===== src/verilog/upm_defs.svh =====
// Summary of operation
// - Flag a missed maintenance cell when a level's OAM cell spacing is exceeded.
// - Declare maintenance flow loss after two consecutive missed cells of one level.
// - On signal, delineation or flow loss send section cell with octet 2 all ones.
// - On failure or received section alarm send path cell with octet 2 all ones.
// - Signal, delineation, flow loss or section alarm set bit 1 octet 30 in section cells.
// - Those defects or path alarm persisting seconds set bit 1 octet 30 in path cells; signal, delineation and flow loss set it at once here.
// - Locked to search transition in working state raises out of delineation.
// - Out of delineation ends on provisional to locked or on delineation loss.
// - Delineation loss follows out of delineation persisting x milliseconds.
// - Delineation loss clears after x continuous milliseconds in locked state.
// - With x zero both indications match and form one combined indication.
// - Path level covers user and idle cells; section level adds path OAM cells.
// - Count parity violations per block against carried value and report them back.
// - Upstream access fault makes network flag path but not section defect.
// - Downstream access fault stops network timing and sends path alarm.
// - Upstream interface fault makes network send section and path defects.
`ifndef UPM_DEFS_SVH
`define UPM_DEFS_SVH
`define UPM_ALARM_ON 8'hff
`define UPM_ALARM_OFF 8'h00
`define UPM_DEFECT_BIT 0
`define UPM_CLK_PERIOD_NS 10
`define UPM_MS_NS 1000000
`define UPM_MS_CYCLES (`UPM_MS_NS / `UPM_CLK_PERIOD_NS)
`define UPM_CFG_DELIN_MS 2'h0
`define UPM_CFG_RDI_MS 2'h1
`define UPM_CFG_SPACING 2'h2
`define UPM_RST_DELIN_MS 16'h0003
`define UPM_RST_RDI_MS 16'h09c4
`define UPM_RST_SPACING 16'h0200
`define UPM_FIFO_DEPTH 8
`define UPM_ERR_W 5
`endif


===== src/verilog/upm_pkg.sv =====
package upm_pkg;
   typedef enum logic [1:0] {SEARCH_STATE, PROVISIONAL_LOCK_STATE, LOCKED_STATE} upm_delin_e;
   typedef enum logic {SECTION_LEVEL, PATH_LEVEL} upm_level_e;
   typedef enum logic [1:0] {CELL_USER, CELL_IDLE, CELL_SECTION_OAM, CELL_PATH_OAM} upm_cell_e;
   typedef enum logic [2:0] {
      NET_OPER, NET_UPSTREAM_ACCESS, NET_DOWNSTREAM_IFACE, NET_DOWNSTREAM_ACCESS,
      NET_UPSTREAM_IFACE, NET_MULTI
   } upm_net_e;
endpackage

===== src/verilog/upm_fifo.sv =====
`timescale 1ns/1ns
module upm_fifo #(
   parameter int WIDTH = 5,
   parameter int DEPTH = 8
) (
   input wire logic sys_clk,
   input wire logic rst_n,
   input wire logic inValid,
   output logic inReady,
   input wire logic [WIDTH-1:0] inData,
   output logic outValid,
   input wire logic outReady,
   output logic [WIDTH-1:0] outData
);
   localparam int PW = $clog2(DEPTH);
   localparam int CW = $clog2(DEPTH + 1);
   logic [WIDTH-1:0] mem [DEPTH];
   logic [PW-1:0] wrPtr;
   logic [PW-1:0] rdPtr;
   logic [CW-1:0] count;
   logic [CW-1:0] next_count;
   wire push = inValid && inReady;
   wire pop = outValid && outReady;

   // Ready is registered from the next fill level, so it never promises a slot it lacks.
   assign next_count = count + CW'(push) - CW'(pop);
   assign outValid = (count != '0);
   assign outData = mem[rdPtr];

   // Storage is written without reset; only pointers, count and inReady carry control state.
   always_ff @(posedge sys_clk) begin
      if (push) begin
         mem[wrPtr] <= inData;
      end
   end

   // Pointers wrap at the depth, which need not be a power of two.
   always_ff @(posedge sys_clk) begin
      if (!rst_n) begin
         wrPtr <= '0;
         rdPtr <= '0;
         count <= '0;
         inReady <= 1'b0;
      end else begin
         if (push) begin
            wrPtr <= (wrPtr == PW'(DEPTH - 1)) ? '0 : wrPtr + PW'(1);
         end
         if (pop) begin
            rdPtr <= (rdPtr == PW'(DEPTH - 1)) ? '0 : rdPtr + PW'(1);
         end
         count <= next_count;
         inReady <= (next_count < CW'(DEPTH));
      end
   end
endmodule


===== src/verilog/upm_network_ctrl.sv =====
`timescale 1ns/1ns
`include "upm_defs.svh"
module upm_network_ctrl #(
   parameter int MS_CYCLES = `UPM_MS_CYCLES
) (
   input wire logic sys_clk,
   input wire logic rst_n,
   input wire logic cfgWrite,
   input wire logic [1:0] cfgSelect,
   input wire logic [15:0] cfgData,
   input wire logic rxCellStrobe,
   input wire upm_pkg::upm_cell_e rxCellKind,
   input wire logic [7:0] rxAlarmOctet,
   input wire logic [7:0] rxDefectOctet,
   input wire upm_pkg::upm_delin_e delinState,
   input wire logic workingState,
   input wire logic signalLoss,
   input wire logic accessUpFault,
   input wire logic accessDownFault,
   input wire logic blockStrobe,
   input wire upm_pkg::upm_level_e blockLevel,
   input wire logic [7:0] ownParity,
   input wire logic [7:0] carriedParity,
   output logic blockReady,
   input wire logic txOamReq,
   input wire upm_pkg::upm_level_e txOamLevel,
   output logic txCellValid,
   output logic [7:0] txAlarmOctet,
   output logic [7:0] txDefectOctet,
   output logic txErrValid,
   output upm_pkg::upm_level_e txErrLevel,
   output logic [3:0] txErrCount,
   output logic [1:0] missedCell,
   output logic [1:0] maintFlowLoss,
   output logic outOfDelineation,
   output logic delineationLoss,
   output logic combinedDelineationLoss,
   output logic sectionAlarmRx,
   output logic pathAlarmRx,
   output logic sectionRemoteDefectRx,
   output logic pathRemoteDefectRx,
   output logic timingEnable,
   output upm_pkg::upm_net_e netState
);
   import upm_pkg::*;

   ////////////////////////////////////////////////////////////////////////////////
   // Helper functions.

   // Tells whether a received cell counts toward the spacing of one monitoring level.
   function automatic logic coveredBy(input upm_level_e lv, input upm_cell_e kind);
      logic hit;
      hit = (kind == CELL_USER) || (kind == CELL_IDLE);
      if (lv == SECTION_LEVEL) begin
         hit = hit || (kind == CELL_PATH_OAM);
      end
      return hit;
   endfunction

   // Tells whether a received cell is the maintenance cell of one level.
   function automatic logic oamOf(input upm_level_e lv, input upm_cell_e kind);
      return (lv == SECTION_LEVEL) ? (kind == CELL_SECTION_OAM) : (kind == CELL_PATH_OAM);
   endfunction

   // Counts the parity bits that disagree; a byte gives at most eight.
   function automatic logic [3:0] violations(input logic [7:0] diff);
      logic [3:0] n;
      n = 4'h0;
      for (int i = 0; i < 8; i++) begin
         n = n + {3'h0, diff[i]};
      end
      return n;
   endfunction

   ////////////////////////////////////////////////////////////////////////////////
   // Configuration registers and millisecond divider.

   logic [15:0] cfgDelinMs;
   logic [15:0] cfgRdiMs;
   logic [15:0] cfgSpacing;
   logic [16:0] msDiv;
   logic msTick;

   // Thresholds reset to defaults, and software may change them at run time.
   always_ff @(posedge sys_clk) begin
      if (!rst_n) begin
         cfgDelinMs <= `UPM_RST_DELIN_MS;
         cfgRdiMs <= `UPM_RST_RDI_MS;
         cfgSpacing <= `UPM_RST_SPACING;
      end else if (cfgWrite) begin
         if (cfgSelect == `UPM_CFG_DELIN_MS) cfgDelinMs <= cfgData;
         if (cfgSelect == `UPM_CFG_RDI_MS) cfgRdiMs <= cfgData;
         if (cfgSelect == `UPM_CFG_SPACING) cfgSpacing <= cfgData;
      end
   end

   // One tick per millisecond feeds every persistence timer.
   always_ff @(posedge sys_clk) begin
      if (!rst_n) begin
         msDiv <= 17'h00000;
         msTick <= 1'b0;
      end else begin
         msTick <= (msDiv == 17'(MS_CYCLES - 1));
         msDiv <= (msDiv == 17'(MS_CYCLES - 1)) ? 17'h00000 : msDiv + 17'h00001;
      end
   end

   ////////////////////////////////////////////////////////////////////////////////
   // Received maintenance cells.

   wire secOamRx = rxCellStrobe && oamOf(SECTION_LEVEL, rxCellKind);
   wire pathOamRx = rxCellStrobe && oamOf(PATH_LEVEL, rxCellKind);
   wire alarmSeen = (rxAlarmOctet == `UPM_ALARM_ON);

   // Each indication holds until the next cell of its own level replaces it.
   always_ff @(posedge sys_clk) begin
      if (!rst_n) begin
         sectionAlarmRx <= 1'b0;
         sectionRemoteDefectRx <= 1'b0;
         pathAlarmRx <= 1'b0;
         pathRemoteDefectRx <= 1'b0;
      end else begin
         if (secOamRx) begin
            sectionAlarmRx <= alarmSeen;
            sectionRemoteDefectRx <= rxDefectOctet[`UPM_DEFECT_BIT];
         end
         if (pathOamRx) begin
            pathAlarmRx <= alarmSeen;
            pathRemoteDefectRx <= rxDefectOctet[`UPM_DEFECT_BIT];
         end
      end
   end

   ////////////////////////////////////////////////////////////////////////////////
   // Maintenance flow supervision, one lane per level.

   logic [15:0] spacingCnt [2];
   logic [1:0] missRun;
   logic [1:0] seenOam;
   logic [1:0] coveredCell;
   logic [1:0] spacingOver;

   // Spacing is counted in covered cells, so section OAM cells never pad the gap and path OAM cells pad only the section gap.
   assign seenOam = {pathOamRx, secOamRx};
   assign coveredCell[0] = rxCellStrobe && coveredBy(SECTION_LEVEL, rxCellKind);
   assign coveredCell[1] = rxCellStrobe && coveredBy(PATH_LEVEL, rxCellKind);
   assign spacingOver[0] = coveredCell[0] && (spacingCnt[0] >= cfgSpacing);
   assign spacingOver[1] = coveredCell[1] && (spacingCnt[1] >= cfgSpacing);

   // A miss restarts the spacing count; a second miss in a row declares flow loss.
   always_ff @(posedge sys_clk) begin
      if (!rst_n) begin
         for (int i = 0; i < 2; i++) spacingCnt[i] <= 16'h0000;
         missRun <= 2'b00;
         missedCell <= 2'b00;
         maintFlowLoss <= 2'b00;
      end else begin
         for (int i = 0; i < 2; i++) begin
            missedCell[i] <= spacingOver[i];
            if (seenOam[i]) begin
               spacingCnt[i] <= 16'h0000;
               missRun[i] <= 1'b0;
               maintFlowLoss[i] <= 1'b0;
            end else if (spacingOver[i]) begin
               spacingCnt[i] <= 16'h0000;
               missRun[i] <= 1'b1;
               if (missRun[i]) maintFlowLoss[i] <= 1'b1;
            end else if (coveredCell[i]) begin
               spacingCnt[i] <= spacingCnt[i] + 16'h0001;
            end
         end
      end
   end

   ////////////////////////////////////////////////////////////////////////////////
   // Cell delineation supervision.

   upm_delin_e prevDelin;
   logic ocdExpired;
   logic lockExpired;
   logic next_ocd;
   logic next_lcd;
   wire zeroX = (cfgDelinMs == 16'h0000);
   wire lockToSearch = workingState && prevDelin == LOCKED_STATE && delinState == SEARCH_STATE;
   wire provToLock = prevDelin == PROVISIONAL_LOCK_STATE && delinState == LOCKED_STATE;
   wire lcdEnter = !zeroX && outOfDelineation && ocdExpired;

   // With x zero the loss follows the anomaly exactly, so both share one set and clear.
   always_comb begin
      next_ocd = outOfDelineation;
      next_lcd = delineationLoss;
      if (lockToSearch) begin
         next_ocd = 1'b1;
      end else if (provToLock || lcdEnter) begin
         next_ocd = 1'b0;
      end
      if (zeroX) begin
         next_lcd = next_ocd;
      end else if (lcdEnter) begin
         next_lcd = 1'b1;
      end else if (lockExpired) begin
         next_lcd = 1'b0;
      end
   end

   upm_persist_timer ocdTimer (
      .sys_clk(sys_clk),
      .rst_n(rst_n),
      .msTick(msTick),
      .active(outOfDelineation),
      .limit(cfgDelinMs),
      .expired(ocdExpired)
   );

   upm_persist_timer lockTimer (
      .sys_clk(sys_clk),
      .rst_n(rst_n),
      .msTick(msTick),
      .active(delineationLoss && delinState == LOCKED_STATE),
      .limit(cfgDelinMs),
      .expired(lockExpired)
   );

   // Delineation flags and the previous process state.
   always_ff @(posedge sys_clk) begin
      if (!rst_n) begin
         prevDelin <= SEARCH_STATE;
         outOfDelineation <= 1'b0;
         delineationLoss <= 1'b0;
         combinedDelineationLoss <= 1'b0;
      end else begin
         prevDelin <= delinState;
         outOfDelineation <= next_ocd;
         delineationLoss <= next_lcd;
         combinedDelineationLoss <= next_lcd;
      end
   end

   ////////////////////////////////////////////////////////////////////////////////
   // Outgoing alarm and defect decisions.

   logic pathRdiExpired;
   wire flowLoss = |maintFlowLoss;
   wire localDefect = signalLoss || delineationLoss || flowLoss;
   wire sendSecAlarm = localDefect;
   wire sendPathAlarm = accessDownFault || sectionAlarmRx;
   wire sendSecRdi = localDefect || sectionAlarmRx;
   wire sendPathRdi = pathRdiExpired || accessUpFault || localDefect;

   // Path defect from received alarms waits for cfgRdiMs of persistence; local defects and upstream access fault set it at once.
   upm_persist_timer pathRdiTimer (
      .sys_clk(sys_clk),
      .rst_n(rst_n),
      .msTick(msTick),
      .active(localDefect || sectionAlarmRx || pathAlarmRx),
      .limit(cfgRdiMs),
      .expired(pathRdiExpired)
   );

   ////////////////////////////////////////////////////////////////////////////////
   // Block parity results queued for the far end.

   logic fifoOutValid;
   logic [`UPM_ERR_W-1:0] fifoOutData;
   wire popErr = txOamReq && fifoOutValid;

   // Back-pressure reaches the parity source through blockReady.
   upm_fifo #(
      .WIDTH(`UPM_ERR_W),
      .DEPTH(`UPM_FIFO_DEPTH)
   ) errFifo (
      .sys_clk(sys_clk),
      .rst_n(rst_n),
      .inValid(blockStrobe),
      .inReady(blockReady),
      .inData({blockLevel, violations(ownParity ^ carriedParity)}),
      .outValid(fifoOutValid),
      .outReady(popErr),
      .outData(fifoOutData)
   );

   ////////////////////////////////////////////////////////////////////////////////
   // Outgoing cell fields, one answer per request.

   wire [7:0] alarmField = ((txOamLevel == SECTION_LEVEL) ? sendSecAlarm : sendPathAlarm)
      ? `UPM_ALARM_ON : `UPM_ALARM_OFF;
   wire defectField = (txOamLevel == SECTION_LEVEL) ? sendSecRdi : sendPathRdi;

   // Fields are sampled at the request so a cell never mixes two decisions.
   always_ff @(posedge sys_clk) begin
      if (!rst_n) begin
         txCellValid <= 1'b0;
         txAlarmOctet <= `UPM_ALARM_OFF;
         txDefectOctet <= 8'h00;
         txErrValid <= 1'b0;
         txErrLevel <= SECTION_LEVEL;
         txErrCount <= 4'h0;
      end else begin
         txCellValid <= txOamReq;
         txErrValid <= popErr;
         if (txOamReq) begin
            txAlarmOctet <= alarmField;
            txDefectOctet <= {7'h00, defectField};
            txErrLevel <= upm_level_e'(fifoOutData[`UPM_ERR_W-1]);
            txErrCount <= fifoOutData[3:0];
         end
      end
   end

   ////////////////////////////////////////////////////////////////////////////////
   // Network fault state and timing.

   logic [3:0] faults;
   upm_net_e next_net;

   // Several faults at once collapse into one combined state.
   assign faults = {localDefect, accessDownFault,
      sectionRemoteDefectRx && pathRemoteDefectRx, accessUpFault};

   always_comb begin
      case (faults)
         4'b0000: next_net = NET_OPER;
         4'b0001: next_net = NET_UPSTREAM_ACCESS;
         4'b0010: next_net = NET_DOWNSTREAM_IFACE;
         4'b0100: next_net = NET_DOWNSTREAM_ACCESS;
         4'b1000: next_net = NET_UPSTREAM_IFACE;
         default: next_net = NET_MULTI;
      endcase
   end

   // Timing is withheld while the access side downstream has failed.
   always_ff @(posedge sys_clk) begin
      if (!rst_n) begin
         netState <= NET_OPER;
         timingEnable <= 1'b0;
      end else begin
         netState <= next_net;
         timingEnable <= !accessDownFault;
      end
   end
endmodule


===== src/verilog/upm_persist_timer.sv =====
`timescale 1ns/1ns
module upm_persist_timer (
   input wire logic sys_clk,
   input wire logic rst_n,
   input wire logic msTick,
   input wire logic active,
   input wire logic [15:0] limit,
   output logic expired
);
   logic [15:0] count;
   logic [15:0] next_count;

   // The count saturates so that a condition held for very long stays expired.
   assign next_count = !active ? 16'h0000 :
      (msTick && count != 16'hffff) ? count + 16'h0001 : count;

   // Whole milliseconds are counted, so the first partial one adds up to one tick of slack.
   always_ff @(posedge sys_clk) begin
      if (!rst_n) begin
         count <= 16'h0000;
         expired <= 1'b0;
      end else begin
         count <= next_count;
         expired <= active && (next_count >= limit);
      end
   end
endmodule


===== config.mk =====
export PLATFORM = sky130hd
export DESIGN_NAME = upm_network_ctrl
export DESIGN_NICKNAME = d
export VERILOG_FILES = /design/src/verilog/upm_pkg.sv /design/src/verilog/upm_fifo.sv /design/src/verilog/upm_network_ctrl.sv /design/src/verilog/upm_persist_timer.sv
export VERILOG_INCLUDE_DIRS = /design/src /design/src/verilog
export SDC_FILE = /design/constraint.sdc
export NUM_CORES = 1
export LEC_CHECK = 0
export BUFFER_PORTS_ARGS = -buffer_cell sky130_fd_sc_hd__buf_2
export CAP_MARGIN = 20
export CORE_MARGIN = 8
export CORE_UTILIZATION = 55
export DETAILED_ROUTE_END_ITERATION = 6
export HOLD_SLACK_MARGIN = 0.03
export PLACE_DENSITY = 0.72
export SYNTH_ARGS = -nofsm -noshare
export SYNTH_HDL_FRONTEND = slang
export SYNTH_SLANG_ARGS = --single-unit

===== constraint.sdc =====
create_clock -name sys_clk -period 7.3 [get_ports sys_clk]
set_input_delay 0.365 -clock sys_clk [delete_from_list [all_inputs] [get_ports sys_clk]]
set_output_delay 0.365 -clock sys_clk [all_outputs]
set_load 0.05 [all_outputs]

[Word level (Yosys, flattened, before mapping)]
Memories as Yosys holds them, arrays and structs flattened. A register that Yosys moved wholly into a read port is not among the register bits.
Cells that the tools add are included.
W data, S select, Z words.
Word-level totals
  flip-flop bits (word level): 157
  bits in latches: 0
  RAM bits: 72
  ROM bits: 0
  memories: 2
Cells by class
  add/subtract/negate cells: 17
  multipliers: 0
  divide/modulo/power cells: 0
  magnitude comparators: 6
  equal/unequal tests: 19
  shifts and indexed selects: 0
  mux-type cells: 50
  bitwise gates (word level): 8
  reduce and logical (&&, ||, !) cells: 51
Memories
  errFifo.mem: words 8, width 5, read ports 1, clocked after memory_dff 1, write ports 1, line upm_fifo.sv:17  | logic [WIDTH-1:0] mem [DEPTH];
  spacingCnt: words 2, width 16, read ports 2, clocked after memory_dff 0, write ports 2, line upm_network_ctrl.sv:137  | logic [15:0] spacingCnt [2];
Operators by type and width (count)
  $mux W16: 12
  $add A16 B1 Y16 const B: 5
  $ge A16 B16 Y1: 5
  $ne A16 B16 Y1 const B: 3
  $mux W1: 34
  $logic_and A1 B1 Y1: 22
  $add A4 B1 Y4: 5
  $add A17 B1 Y17 const B: 1
  $eq A17 B17 Y1 const B: 1
  $logic_not A16 Y1: 1
  $pmux W3 S5: 1
  $eq A2 B2 Y1 const B: 5
  $logic_or A1 B1 Y1: 10
  $reduce_and A2 Y1: 5
  $eq A8 B8 Y1 const B: 1
  $mux W8: 1
  $reduce_or A2 Y1: 4
  $xor A8 B8 Y8: 1
  $add A3 B1 Y3 const B: 2
  $eq A2 B1 Y1 const B: 3
  $eq A3 B3 Y1 const B: 2
  $logic_not A2 Y1: 3
  $mux W3: 2
  $or A1 B1 Y1: 6
  other kinds (14): 16

[Longest topological paths before layout]
Gate-level depths: netlist of the first run.
  depth after elaboration: 11
  depth in mapped cells: 12

[Cells and area by module]
From an unflattened synthesis of the first run, not the netlist that was laid out.
Second synthesis, totals
  cells, all modules: 1390
  area, all modules: 13000.0 sq um
By module, submodules not included
  upm_network_ctrl: instances 1, cells an instance 702, area each 6457.4 sq um, sequential area each 2822.7 sq um
  upm_persist_timer at lockTimer ...: instances 2, cells an instance 181, area each 1428.9 sq um, sequential area each 340.3 sq um
  upm_fifo: instances 1, cells an instance 135, area each 2265.9 sq um, sequential area each 1481.4 sq um
  upm_persist_timer at pathRdiTimer: instances 1, cells an instance 191, area each 1418.9 sq um, sequential area each 340.3 sq um

[Least setup slack after synthesis of the first run]
Ideal clock, no wire load.
  path type: input -> register
  start point: input carriedParity[0]
  end point: memory errFifo.mem[0][2] (data pin)
  library setup time: 231 ps
  data arrival time: 2968 ps
  required time: 7069 ps
  slack: 4100 ps
  cell stages on the path: 8
  buffers on the path: 0
  cell sequence: xor2_1 fa_1 fa_1 fa_1 ha_1 inv_1 fa_1 xnor2_1
Between the ends
  word-level cells in the longest chain between the ends: 8
RTL lines
  start: declaration: line upm_network_ctrl.sv:23  | input wire logic [7:0] carriedParity,
  $xor A8 B8 Y8: line upm_network_ctrl.sv:276  | .inData({blockLevel, violations(ownParity ^ carriedParity)}),
  $add A1 B1 Y2: line upm_network_ctrl.sv:70  | n = n + {3'h0, diff[i]};
  $add A2 B1 Y3: line upm_network_ctrl.sv:70
  $add A3 B1 Y4: line upm_network_ctrl.sv:70
  $add A4 B1 Y4 (4 in series): line upm_network_ctrl.sv:70
  net errFifo.inData[2]: line upm_fifo.sv:10  | input wire logic [WIDTH-1:0] inData,
  end: declaration: line upm_fifo.sv:17
The timed path passes the listed nets, and every way through them passes these cells.

[Worst setup path in the final report of the first run]
  start point: register lockTimer.count[0]
  end point: register lockTimer.expired
Between the ends
  word-level cells in the longest chain between the ends: 6
  elaborated cells on any way between the ends: 7
  classes of those cells: add/sub: 1; order compare: 1; eq/ne: 1; mux: 2; reduce/logical: 2
RTL lines
  start: declaration: line upm_persist_timer.sv:10  | logic [15:0] count;
  start signal: assignment: line upm_persist_timer.sv:23  | count <= next_count;
  branches (longest 2 deep; another with $add A16 B1 Y16)
  $mux W16 *: line upm_persist_timer.sv:15  | (msTick && count != 16'hffff) ? count + 16'h0001 : count;
  $mux W16 *: line upm_persist_timer.sv:14  | assign next_count = !active ? 16'h0000 :
  $ge A16 B16 Y1 *: line upm_persist_timer.sv:24  | expired <= active && (next_count >= limit);
  $logic_and A1 B1 Y1 *: line upm_persist_timer.sv:24
  end signal: assignment: line upm_persist_timer.sv:24
  end: declaration: line upm_persist_timer.sv:8  | output logic expired
Mark *: on every way between the ends.
A chain may end at the register's enable or synchronous reset.

==> results of run 1 <==
==> flip-flops by register name (all words and copies together), names as in the netlist, 3 cells and up <==
name / flops
errFifo.mem: 40
spacingCnt: 32
msDiv: 17
cfgDelinMs: 16
cfgRdiMs: 16
cfgSpacing: 16
lockTimer.count: 16
ocdTimer.count: 16
pathRdiTimer.count: 16
errFifo.count: 4
txErrCount: 4
errFifo.rdPtr: 3
errFifo.wrPtr: 3
netState: 3
==> power by group <==
part           internal (mW)  total [mW]  leakage (nW)  switching (mW)
sequential              1.40        1.45          1.97          0.0542
clock                  0.705        1.23         0.384           0.527
combinational          0.180       0.467          2.93           0.287
total                   2.28        3.15          5.29           0.868
==> cells in the final DEF (no fill, tap or decap), types with 7 or more instances in the layout <==
| cell type | netlist | layout |
|---|---|---|
| sky130_fd_sc_hd__inv_1 | 75 | 75 |
| sky130_fd_sc_hd__o21ai_0 | 18 | 18 |
| sky130_fd_sc_hd__nor2b_1 | 26 | 26 |
| sky130_fd_sc_hd__and2_1 | 15 | 15 |
| sky130_fd_sc_hd__mux2i_1 | 17 | 17 |
| sky130_fd_sc_hd__xnor2_1 | 41 | 41 |
| sky130_fd_sc_hd__dfxtp_1 | 155 | 155 |
| sky130_fd_sc_hd__nor3_1 | 27 | 27 |
| sky130_fd_sc_hd__nor2_4 | 7 | 7 |
| sky130_fd_sc_hd__a21o_1 | 20 | 20 |
| sky130_fd_sc_hd__clkbuf_16 | 0 | 25 |
| sky130_fd_sc_hd__and3_1 | 19 | 19 |
| sky130_fd_sc_hd__buf_2 | 4 | 90 |
| sky130_fd_sc_hd__conb_1 | 1 | 7 |
| sky130_fd_sc_hd__and4_1 | 8 | 8 |
| sky130_fd_sc_hd__nand4_1 | 41 | 41 |
| sky130_fd_sc_hd__a21boi_0 | 16 | 16 |
| sky130_fd_sc_hd__mux4_2 | 10 | 10 |
| sky130_fd_sc_hd__nand2b_1 | 13 | 13 |
| sky130_fd_sc_hd__nand3_1 | 42 | 42 |
| sky130_fd_sc_hd__nor4_1 | 16 | 16 |
| sky130_fd_sc_hd__nor2_1 | 156 | 156 |
| sky130_fd_sc_hd__edfxtp_1 | 72 | 72 |
| sky130_fd_sc_hd__a211oi_1 | 11 | 11 |
| sky130_fd_sc_hd__a21oi_1 | 67 | 67 |
| sky130_fd_sc_hd__o211ai_1 | 9 | 9 |
| sky130_fd_sc_hd__ha_1 | 98 | 98 |
| sky130_fd_sc_hd__nand2_1 | 145 | 145 |
| sky130_fd_sc_hd__xor2_1 | 46 | 46 |
==> per-stage QoR <==
stage | setup slack (ps) | utilization | std cells
floorplan | 4100 | - | 1304
global placement | 3750 | 0.584 | 1619
detailed placement | 3600 | 0.585 | 1621
CTS | 3970 | 0.623 | 1668
global route | 3710 | 0.623 | 1669
finish | 3940 | 0.623 | 1669
==> worst max-delay path by stage <==
stage	start	end	slack (ps)
3_5_place_dp	carriedParity[0]	errFifo.mem[5][2]	3600
5_1_grt	lockTimer.count[0]	lockTimer.expired	3710
6_report	lockTimer.count[0]	lockTimer.expired	3940
3_3_place_gp	carriedParity[0]	errFifo.mem[4][2]	3750
2_1_floorplan	carriedParity[0]	errFifo.mem[0][2]	4100
4_1_cts	lockTimer.count[0]	lockTimer.expired	3970
==> layout make-up <==
| class | instances | share of cell area |
|---|---|---|
| multi-input cells | 945 | 0.470 |
| flip-flops and latches | 227 | 0.387 |
| clock buffers | 33 | 0.0504 |
| repair buffers | 96 | 0.0370 |
| well taps | 280 | 0.0258 |
| inverters | 75 | 0.0207 |
| clock inverters | 13 | 0.00930 |
==> routing by layer <==
layer | GRT usage | up-vias
met3 | 0.0349 | 47
met4 | 0.0602 | 0
met2 | 0.341 | 203
li1 | - | 4671
met5 | 0 | -
met1 | 0.259 | 4372
==> worst max-delay path: stages, from the launching register on <==
cell                        delay (ps)
sky130_fd_sc_hd__dfxtp_1           370
sky130_fd_sc_hd__ha_1              220
sky130_fd_sc_hd__and3_1            260
sky130_fd_sc_hd__nand4_1           330
sky130_fd_sc_hd__o21ai_0           440
sky130_fd_sc_hd__xnor2_1           190
sky130_fd_sc_hd__nand2_1            80
sky130_fd_sc_hd__ha_1              270
sky130_fd_sc_hd__nand2b_1          140
sky130_fd_sc_hd__a2111oi_0         510
sky130_fd_sc_hd__o21bai_1          160
sky130_fd_sc_hd__a21oi_1           170
sky130_fd_sc_hd__a21oi_1           100
==> cell families after synthesis <==
group,count (synthesis)
multiplexers,29
XOR/XNOR,87
adder cells (fa/ha/maj),103
AO/OA/AOI/OAI,171
flip-flops,227
other,1
buffers and inverters,132
AND/OR/NAND/NOR,548
==> impl_table.tex, run 1 <==
\begin{tabular}{lr}
\hline
Metric & Value \\
\hline
\multicolumn{2}{l}{\textbf{Timing}} \\
Final Hold Slack & 62.3 ps \\
Worst Clk Skew & 12.7 ps \\
Hold Vio Cnt, Final & 0 \\
Shortest period the worst path allows & 3360 ps \\
Max-slew violation total from the final report & 0 \\
Setup repair after global routing missed its margin & false \\
Period utilization & 0.460 \\
Max Clk Rate & between 200 and 300 MHz \\
Worst slew margin relative to its limit & 0.324 \\
Slew at the pin closest to its max-slew limit & approximately 1000 ps \\
Total negative slack for setup checks & 0 ps \\
Final-report setup violation count & 0 \\
\multicolumn{2}{l}{\textbf{Synthesis}} \\
Synthesized cell area & roughly 12000 µm² \\
Simple-gate share of the synthesized area & 0.224 \\
Multiplexer fraction of the synthesized cell area & 0.0342 \\
Number of warnings printed during yosys synthesis & 0 \\
Post-synthesis compound-gate area fraction & 0.0913 \\
Xor and xnor fraction of the mapped netlist area & 0.0624 \\
Synth unique cells & 70 \\
Biggest area contributors in the synthesized netlist & sky130\_fd\_sc\_hd\_\_dfxtp\_1 (25\%), sky130\_fd\_sc\_hd\_\_edfxtp\_1 (18\%), sky130\_fd\_sc\_hd\_\_ha\_1 (10\%) \\
Top\_reg\_cell synth & sky130\_fd\_sc\_hd\_\_dfxtp\_1 \\
Top-area cell type share of the netlist area & 0.254 \\
Share of flip-flops with an asynchronous set or reset after synthesis & 0 \\
Post-Synth Adder-Cell Area & 0.109 \\
Most frequently used cell type in the post-synthesis netlist & sky130\_fd\_sc\_hd\_\_nor2\_1 \\
Number of instances in the synthesized netlist & 1298 \\
Number of synthesized register bits & about 230 \\
Largest family of logic cells by synthesized area & simple AND/OR/NAND/NOR gates \\
Part of the Yosys area used for sequential elements & 0.431 \\
Mapped Avg Cell Area & approximately 9.4 µm² \\
Number of enable-type register cells in the synthesized netlist & 72 \\
Top cells by instance count after synthesis & sky130\_fd\_sc\_hd\_\_nor2\_1 (156), sky130\_fd\_sc\_hd\_\_dfxtp\_1 (155), sky130\_fd\_sc\_hd\_\_nand2\_1 (145), sky130\_fd\_sc\_hd\_\_ha\_1 (98), sky130\_fd\_sc\_hd\_\_inv\_1 (75) \\
Dominant cell type by area after synthesis & sky130\_fd\_sc\_hd\_\_dfxtp\_1 \\
\multicolumn{2}{l}{\textbf{Global route}} \\
Initial antenna violation count & 0 \\
Number of global-route vias before repair & roughly 9000 \\
Largest net degree at the start of global routing & 46 \\
Aggregate global routing overflow & 0 \\
All-layer global routing usage & 0.202 \\
Wire length of the first global-routing pass & 44.8 mm \\
\multicolumn{2}{l}{\textbf{Die}} \\
Floorplan core area & about 22000 µm² \\
Die outline area & roughly 27000 µm² \\
Vertical die dimension & 165 µm \\
Number of rows created at floorplan & 54 \\
I/O pin count & 105 \\
Initial cell density of the core & 0.559 \\
Horizontal extent of the die & between 150 and 200 µm \\
\multicolumn{2}{l}{\textbf{Worst setup path}} \\
Critical Path Source Type & flip-flop \\
CP Class & reg -> reg \\
Start of the worst register-to-register path & lockTimer.count[0] \\
CP arrival & between 3000 and 4000 ps \\
Worst path required time & roughly 7700 ps \\
Length in cells of the worst reg-to-reg path & 12 \\
Worst reg2reg setup slack & around 3900 ps \\
Largest fanout on the critical path & 8 \\
Crit end category & flip-flop \\
Terminus of the critical flop-to-flop path & lockTimer.expired \\
\multicolumn{2}{l}{\textbf{Clock network}} \\
Clock tree from TritonCTS & built \\
Worst-skew pair later-pin latency & $\sim$540 ps \\
Count of cells resized by post-cts repair & 0 \\
CTS sink count & 227 \\
Number of buffers added for setup after CTS & 0 \\
Root buffer cell & sky130\_fd\_sc\_hd\_\_clkbuf\_16 \\
H-Tree Level Count & 1 \\
CTS clock-pin slew for the worst setup and hold paths & around 60 ps \\
Inserted Clock Buffers & 25 \\
Clock Path Buffers & 3 \\
Number of hold buffers added after CTS & 1 \\
\multicolumn{2}{l}{\textbf{Detailed routing}} \\
Met2 Wirelength & 12.9 mm \\
Total number of vias & between 9000 and 10000 \\
DRT iter0 DRCs & 620 \\
Detailed-routing wirelength on met1 & about 12 mm \\
Antenna Violating Nets Remaining & 0 \\
Vias per std cell & between 5 and 6 \\
Met3 wire len & roughly 1.4 mm \\
Top layer reached by signal wires & met4 \\
TritonRoute pass-1 iters & 5 \\
Final wirelength & $\sim$27 mm \\
Total DRC errors in the routed layout & 0 \\
Routed length per instance & 16.3 µm \\
\multicolumn{2}{l}{\textbf{Power}} \\
Leakage power figure & 5.29 nW \\
Power density relative to cell area & between 200 and 250 nW/µm² \\
Highest ir drop seen on vdd & 0.000213 V \\
Post-route total power & between 3 and 4 mW \\
\multicolumn{2}{l}{\textbf{Run status}} \\
Run status & complete, no violations \\
\multicolumn{2}{l}{\textbf{Placed design}} \\
Post-place instance area & about 13000 µm² \\
Total of buffers placed on input and output ports & 90 \\
Routability-driven placement congestion ratio & approximately 0.85 \\
HPWL after detailed placement & 20.4 mm \\
\multicolumn{2}{l}{\textbf{Cells and area}} \\
Finished layout cell area & between 10000 and 15000 µm² \\
Share of post-route cells with drive strength above 1 & 0.121 \\
Area added between synthesis and finish & 11.4\% \\
Area taken by multi-input logic gates & about 6400 µm² \\
Antenna diode count & 0 \\
Fill cell instance count of the final layout & 1882 \\
\# nets final & 1539 \\
Storage cell area & approximately 5300 µm² \\
\multicolumn{2}{l}{\textbf{Flow run}} \\
Max-cap violation count & 0 \\
\multicolumn{2}{l}{\textbf{Worst hold path}} \\
Hold path endpoint & timingEnable \\
Hold WC Path Type & in -> reg \\
Worst hold path depth & 2 \\
HP Start & accessDownFault \\
\hline
\end{tabular}
Power figures use the tool's default switching activity.
==> run 2, diff against run 1 <==
- PLACE_DENSITY: 0.72 -> 0.75
- clock period: 7.3 -> 2.9 ns (I/O delays scaled with it)
==> run 2 against run 1 <==
Net effect:
- wire length rose by 4.9%
- clock power rose to 2.6 times the previous value
- combinational power rose to 2.7 times the previous value
- flip-flop and latch count did not move
- final area rose by 4.6%
- critical path type unchanged
==> impl_table.tex, run 2 (synthesis results as in run 1) <==
\begin{tabular}{lr}
\hline
Metric & Value \\
\hline
\multicolumn{2}{l}{\textbf{Cells and area}} \\
Register with the most flip-flops & errFifo.mem \\
Final non-filler cell total & 1727 (+3.5\%) \\
Most common library cell in the layout ignoring fill and taps & sky130\_fd\_sc\_hd\_\_nor2\_1 \\
Share of post-route cells with drive strength above 1 & 0.147 (+0.0256) \\
Top flop regs & errFifo.mem (40), spacingCnt (32), msDiv (17) \\
Flip-flop count of the largest register after layout & 40 (unchanged) \\
Antenna diode count & 0 (unchanged) \\
Post-layout utilization of the core & 0.652 (+0.0286) \\
\# nets final & 1597 (+3.8\%) \\
Area added between synthesis and finish & 16.5\% \\
Highest-count cells in the layout ignoring fill and taps & sky130\_fd\_sc\_hd\_\_nor2\_1 (156), sky130\_fd\_sc\_hd\_\_dfxtp\_1 (149), sky130\_fd\_sc\_hd\_\_nand2\_1 (145), sky130\_fd\_sc\_hd\_\_ha\_1 (97), sky130\_fd\_sc\_hd\_\_buf\_2 (90) \\
\multicolumn{2}{l}{\textbf{Clock network}} \\
Inserted Clock Buffers & 25 (unchanged) \\
CTS clock-pin slew for the worst setup and hold paths & 60 ps (about the same) \\
Clock Path Buffers & 3 (unchanged) \\
Worst-skew pair later-pin latency & 520 ps (-20 ps) \\
H-Tree Level Count & 1 (unchanged) \\
Root buffer cell & sky130\_fd\_sc\_hd\_\_clkbuf\_16 \\
CTS sink count & 227 (unchanged) \\
Clock tree from TritonCTS & built \\
\multicolumn{2}{l}{\textbf{Global route}} \\
Number of global-route vias before repair & 9572 (+6.2\%) \\
All-layer global routing usage & 0.210 (+0.00847) \\
Aggregate global routing overflow & 0 (unchanged) \\
Initial antenna violation count & 0 (unchanged) \\
Largest net degree at the start of global routing & 39 (-15\%) \\
Wire length of the first global-routing pass & 46.8 mm (+4.5\%) \\
\multicolumn{2}{l}{\textbf{Placed design}} \\
Routability-driven placement congestion ratio & 0.910 (+7.6\%) \\
HPWL after detailed placement & 21.2 mm (+3.6\%) \\
Total of buffers placed on input and output ports & 90 (unchanged) \\
Post-placement worst setup slack & -274 ps (-3880 ps) \\
Placed instance count & 1648 (+1.7\%) \\
\multicolumn{2}{l}{\textbf{Power}} \\
Power density relative to cell area & 572 nW/µm² (+150\%) \\
Leakage power figure & 5.61 nW (+6.1\%) \\
Highest ir drop seen on vdd & 0.000495 V (+130\%) \\
\multicolumn{2}{l}{\textbf{Timing}} \\
Slew at the pin closest to its max-slew limit & 948 ps (-61.0 ps) \\
Shortest period the worst path allows & 2740 ps (-622 ps) \\
Hold Vio Cnt, Final & 0 (unchanged) \\
Final-report setup violation count & 0 (unchanged) \\
Max-slew violation total from the final report & 0 (unchanged) \\
Total negative slack for setup checks & 0 ps (unchanged) \\
Final Hold Slack & 78.9 ps (+16.6 ps) \\
Worst slew margin relative to its limit & 0.365 (+0.0409) \\
Final setup slack of the worst path & 161 ps (-3780 ps) \\
Max Clk Rate & 365 MHz (+23\%) \\
Period utilization & 0.944 (+0.484) \\
Worst Clk Skew & 14.2 ps (+1.45 ps) \\
\multicolumn{2}{l}{\textbf{Run status}} \\
Run status & complete, no violations \\
\multicolumn{2}{l}{\textbf{Die}} \\
Horizontal extent of the die & 165 µm (unchanged) \\
Vertical die dimension & 165 µm (unchanged) \\
Die outline area & 27200 µm² (unchanged) \\
Initial cell density of the core & 0.559 (unchanged) \\
Number of rows created at floorplan & 54 (unchanged) \\
I/O pin count & 105 (unchanged) \\
Floorplan core area & 21800 µm² (unchanged) \\
\multicolumn{2}{l}{\textbf{Worst setup path}} \\
Critical Path Source Type & flip-flop \\
CP Class & reg -> reg \\
Crit-path leading delay family & compound AO/OA/AOI/OAI gates \\
Sum of buffers and inverters on the critical path & 1 (+1) \\
CP arrival & 3140 ps (-640 ps) \\
Cells along the critical path & nand2\_1 > nor4\_4 > buf\_4 > a211oi\_1 > xnor2\_1 > nor2b\_1 > ha\_1 > a21oi\_1 > a21oi\_1 > a211o\_1 > a21oi\_1 > a21oi\_1 \\
Crit end category & flip-flop \\
Largest fanout on the critical path & 6 (-2) \\
Worst path required time & 3300 ps (-4420 ps) \\
Most common cell on crit path & sky130\_fd\_sc\_hd\_\_a21oi\_1 \\
Critical Path Slowest Stage Cell & sky130\_fd\_sc\_hd\_\_nor4\_4 \\
Crit-path max cell delay & 420 ps (-90 ps) \\
\multicolumn{2}{l}{\textbf{Detailed routing}} \\
Routed length per instance & 16.6 µm (+1.4\%) \\
Total DRC errors in the routed layout & 0 (unchanged) \\
Final wirelength & 28.6 mm (+4.9\%) \\
TritonRoute pass-1 iters & 5 (unchanged) \\
Vias per std cell & 5.59 (+0.36\%) \\
DRT iter0 DRCs & 704 (+14\%) \\
Antenna Violating Nets Remaining & 0 (unchanged) \\
Total number of vias & 9651 (+3.9\%) \\
\multicolumn{2}{l}{\textbf{Worst hold path}} \\
Hold WC Path Type & in -> reg \\
\multicolumn{2}{l}{\textbf{Flow run}} \\
Max-cap violation count & 0 (unchanged) \\
\hline
\end{tabular}
-- run 2: routing by layer --
| layer | global-route usage | vias to the layer above | wire length [µm] |
|---|---|---|---|
| met4 | 0.0618 | 0 | 687 |
| met5 | 0 | - | 0 |
| li1 | - | 4782 | - |
| met1 | 0.266 | 4545 | 12400 |
| met2 | 0.360 | 276 | 13700 |
| met3 | 0.0379 | 48 | 1810 |
-- run 2: worst min-delay path, stage by stage --
cell,delay [ps]
sky130_fd_sc_hd__buf_2,100
sky130_fd_sc_hd__nand2_1,70
sky130_fd_sc_hd__nor4_1,60
sky130_fd_sc_hd__o21a_1,180
-- run 2: worst paths after layout --
check                                        start          endpoint  slack [ps]  cells past startpoint
worst min-delay path                  workingState  outOfDelineation          80                      4
worst min register to register            msDiv[0]          msDiv[0]         450                      1
worst max-delay path            ocdTimer.count[11]  ocdTimer.expired         160                     12
worst max register to register  ocdTimer.count[11]  ocdTimer.expired         160                     12
-- run 2: area by class of cell --
class                           count  area (µm²)
Timing Repair Buffer              154        1010
Multi-Input combinational cell    945        6470
Clock inverter                     11         136
Clock buffer                       35         704
Tap cell                          280         350
Sequential cell                   227        5270
Fill cell                        1743        7600
Inverter                           75         282
-- run 2: repair_timing --
action                                 CTS  global route
endpoints found under the hold margin   69             0
cloned                                   0             0
setup buffers                            2             5
hold buffers                            26             0
setup endpoints to repair                1             3
gates resized for setup                  0            20
pin swaps                                0             7
-- run 2: per-stage QoR --
stage / area [µm²] / power (mW)
CTS: 14100 / 8.20
finish: 14200 / 8.14
global route: 14200 / 8.49
global placement: 13000 / 4.88
detailed placement: 13000 / 4.94
floorplan: 12200 / 4.60
-- run 2: where the power goes --
group	internal (mW)	total (mW)	switching (mW)
logic	0.502	1.25	0.744
clock network	1.97	3.23	1.27
registers	3.52	3.66	0.136
total	5.99	8.14	2.15
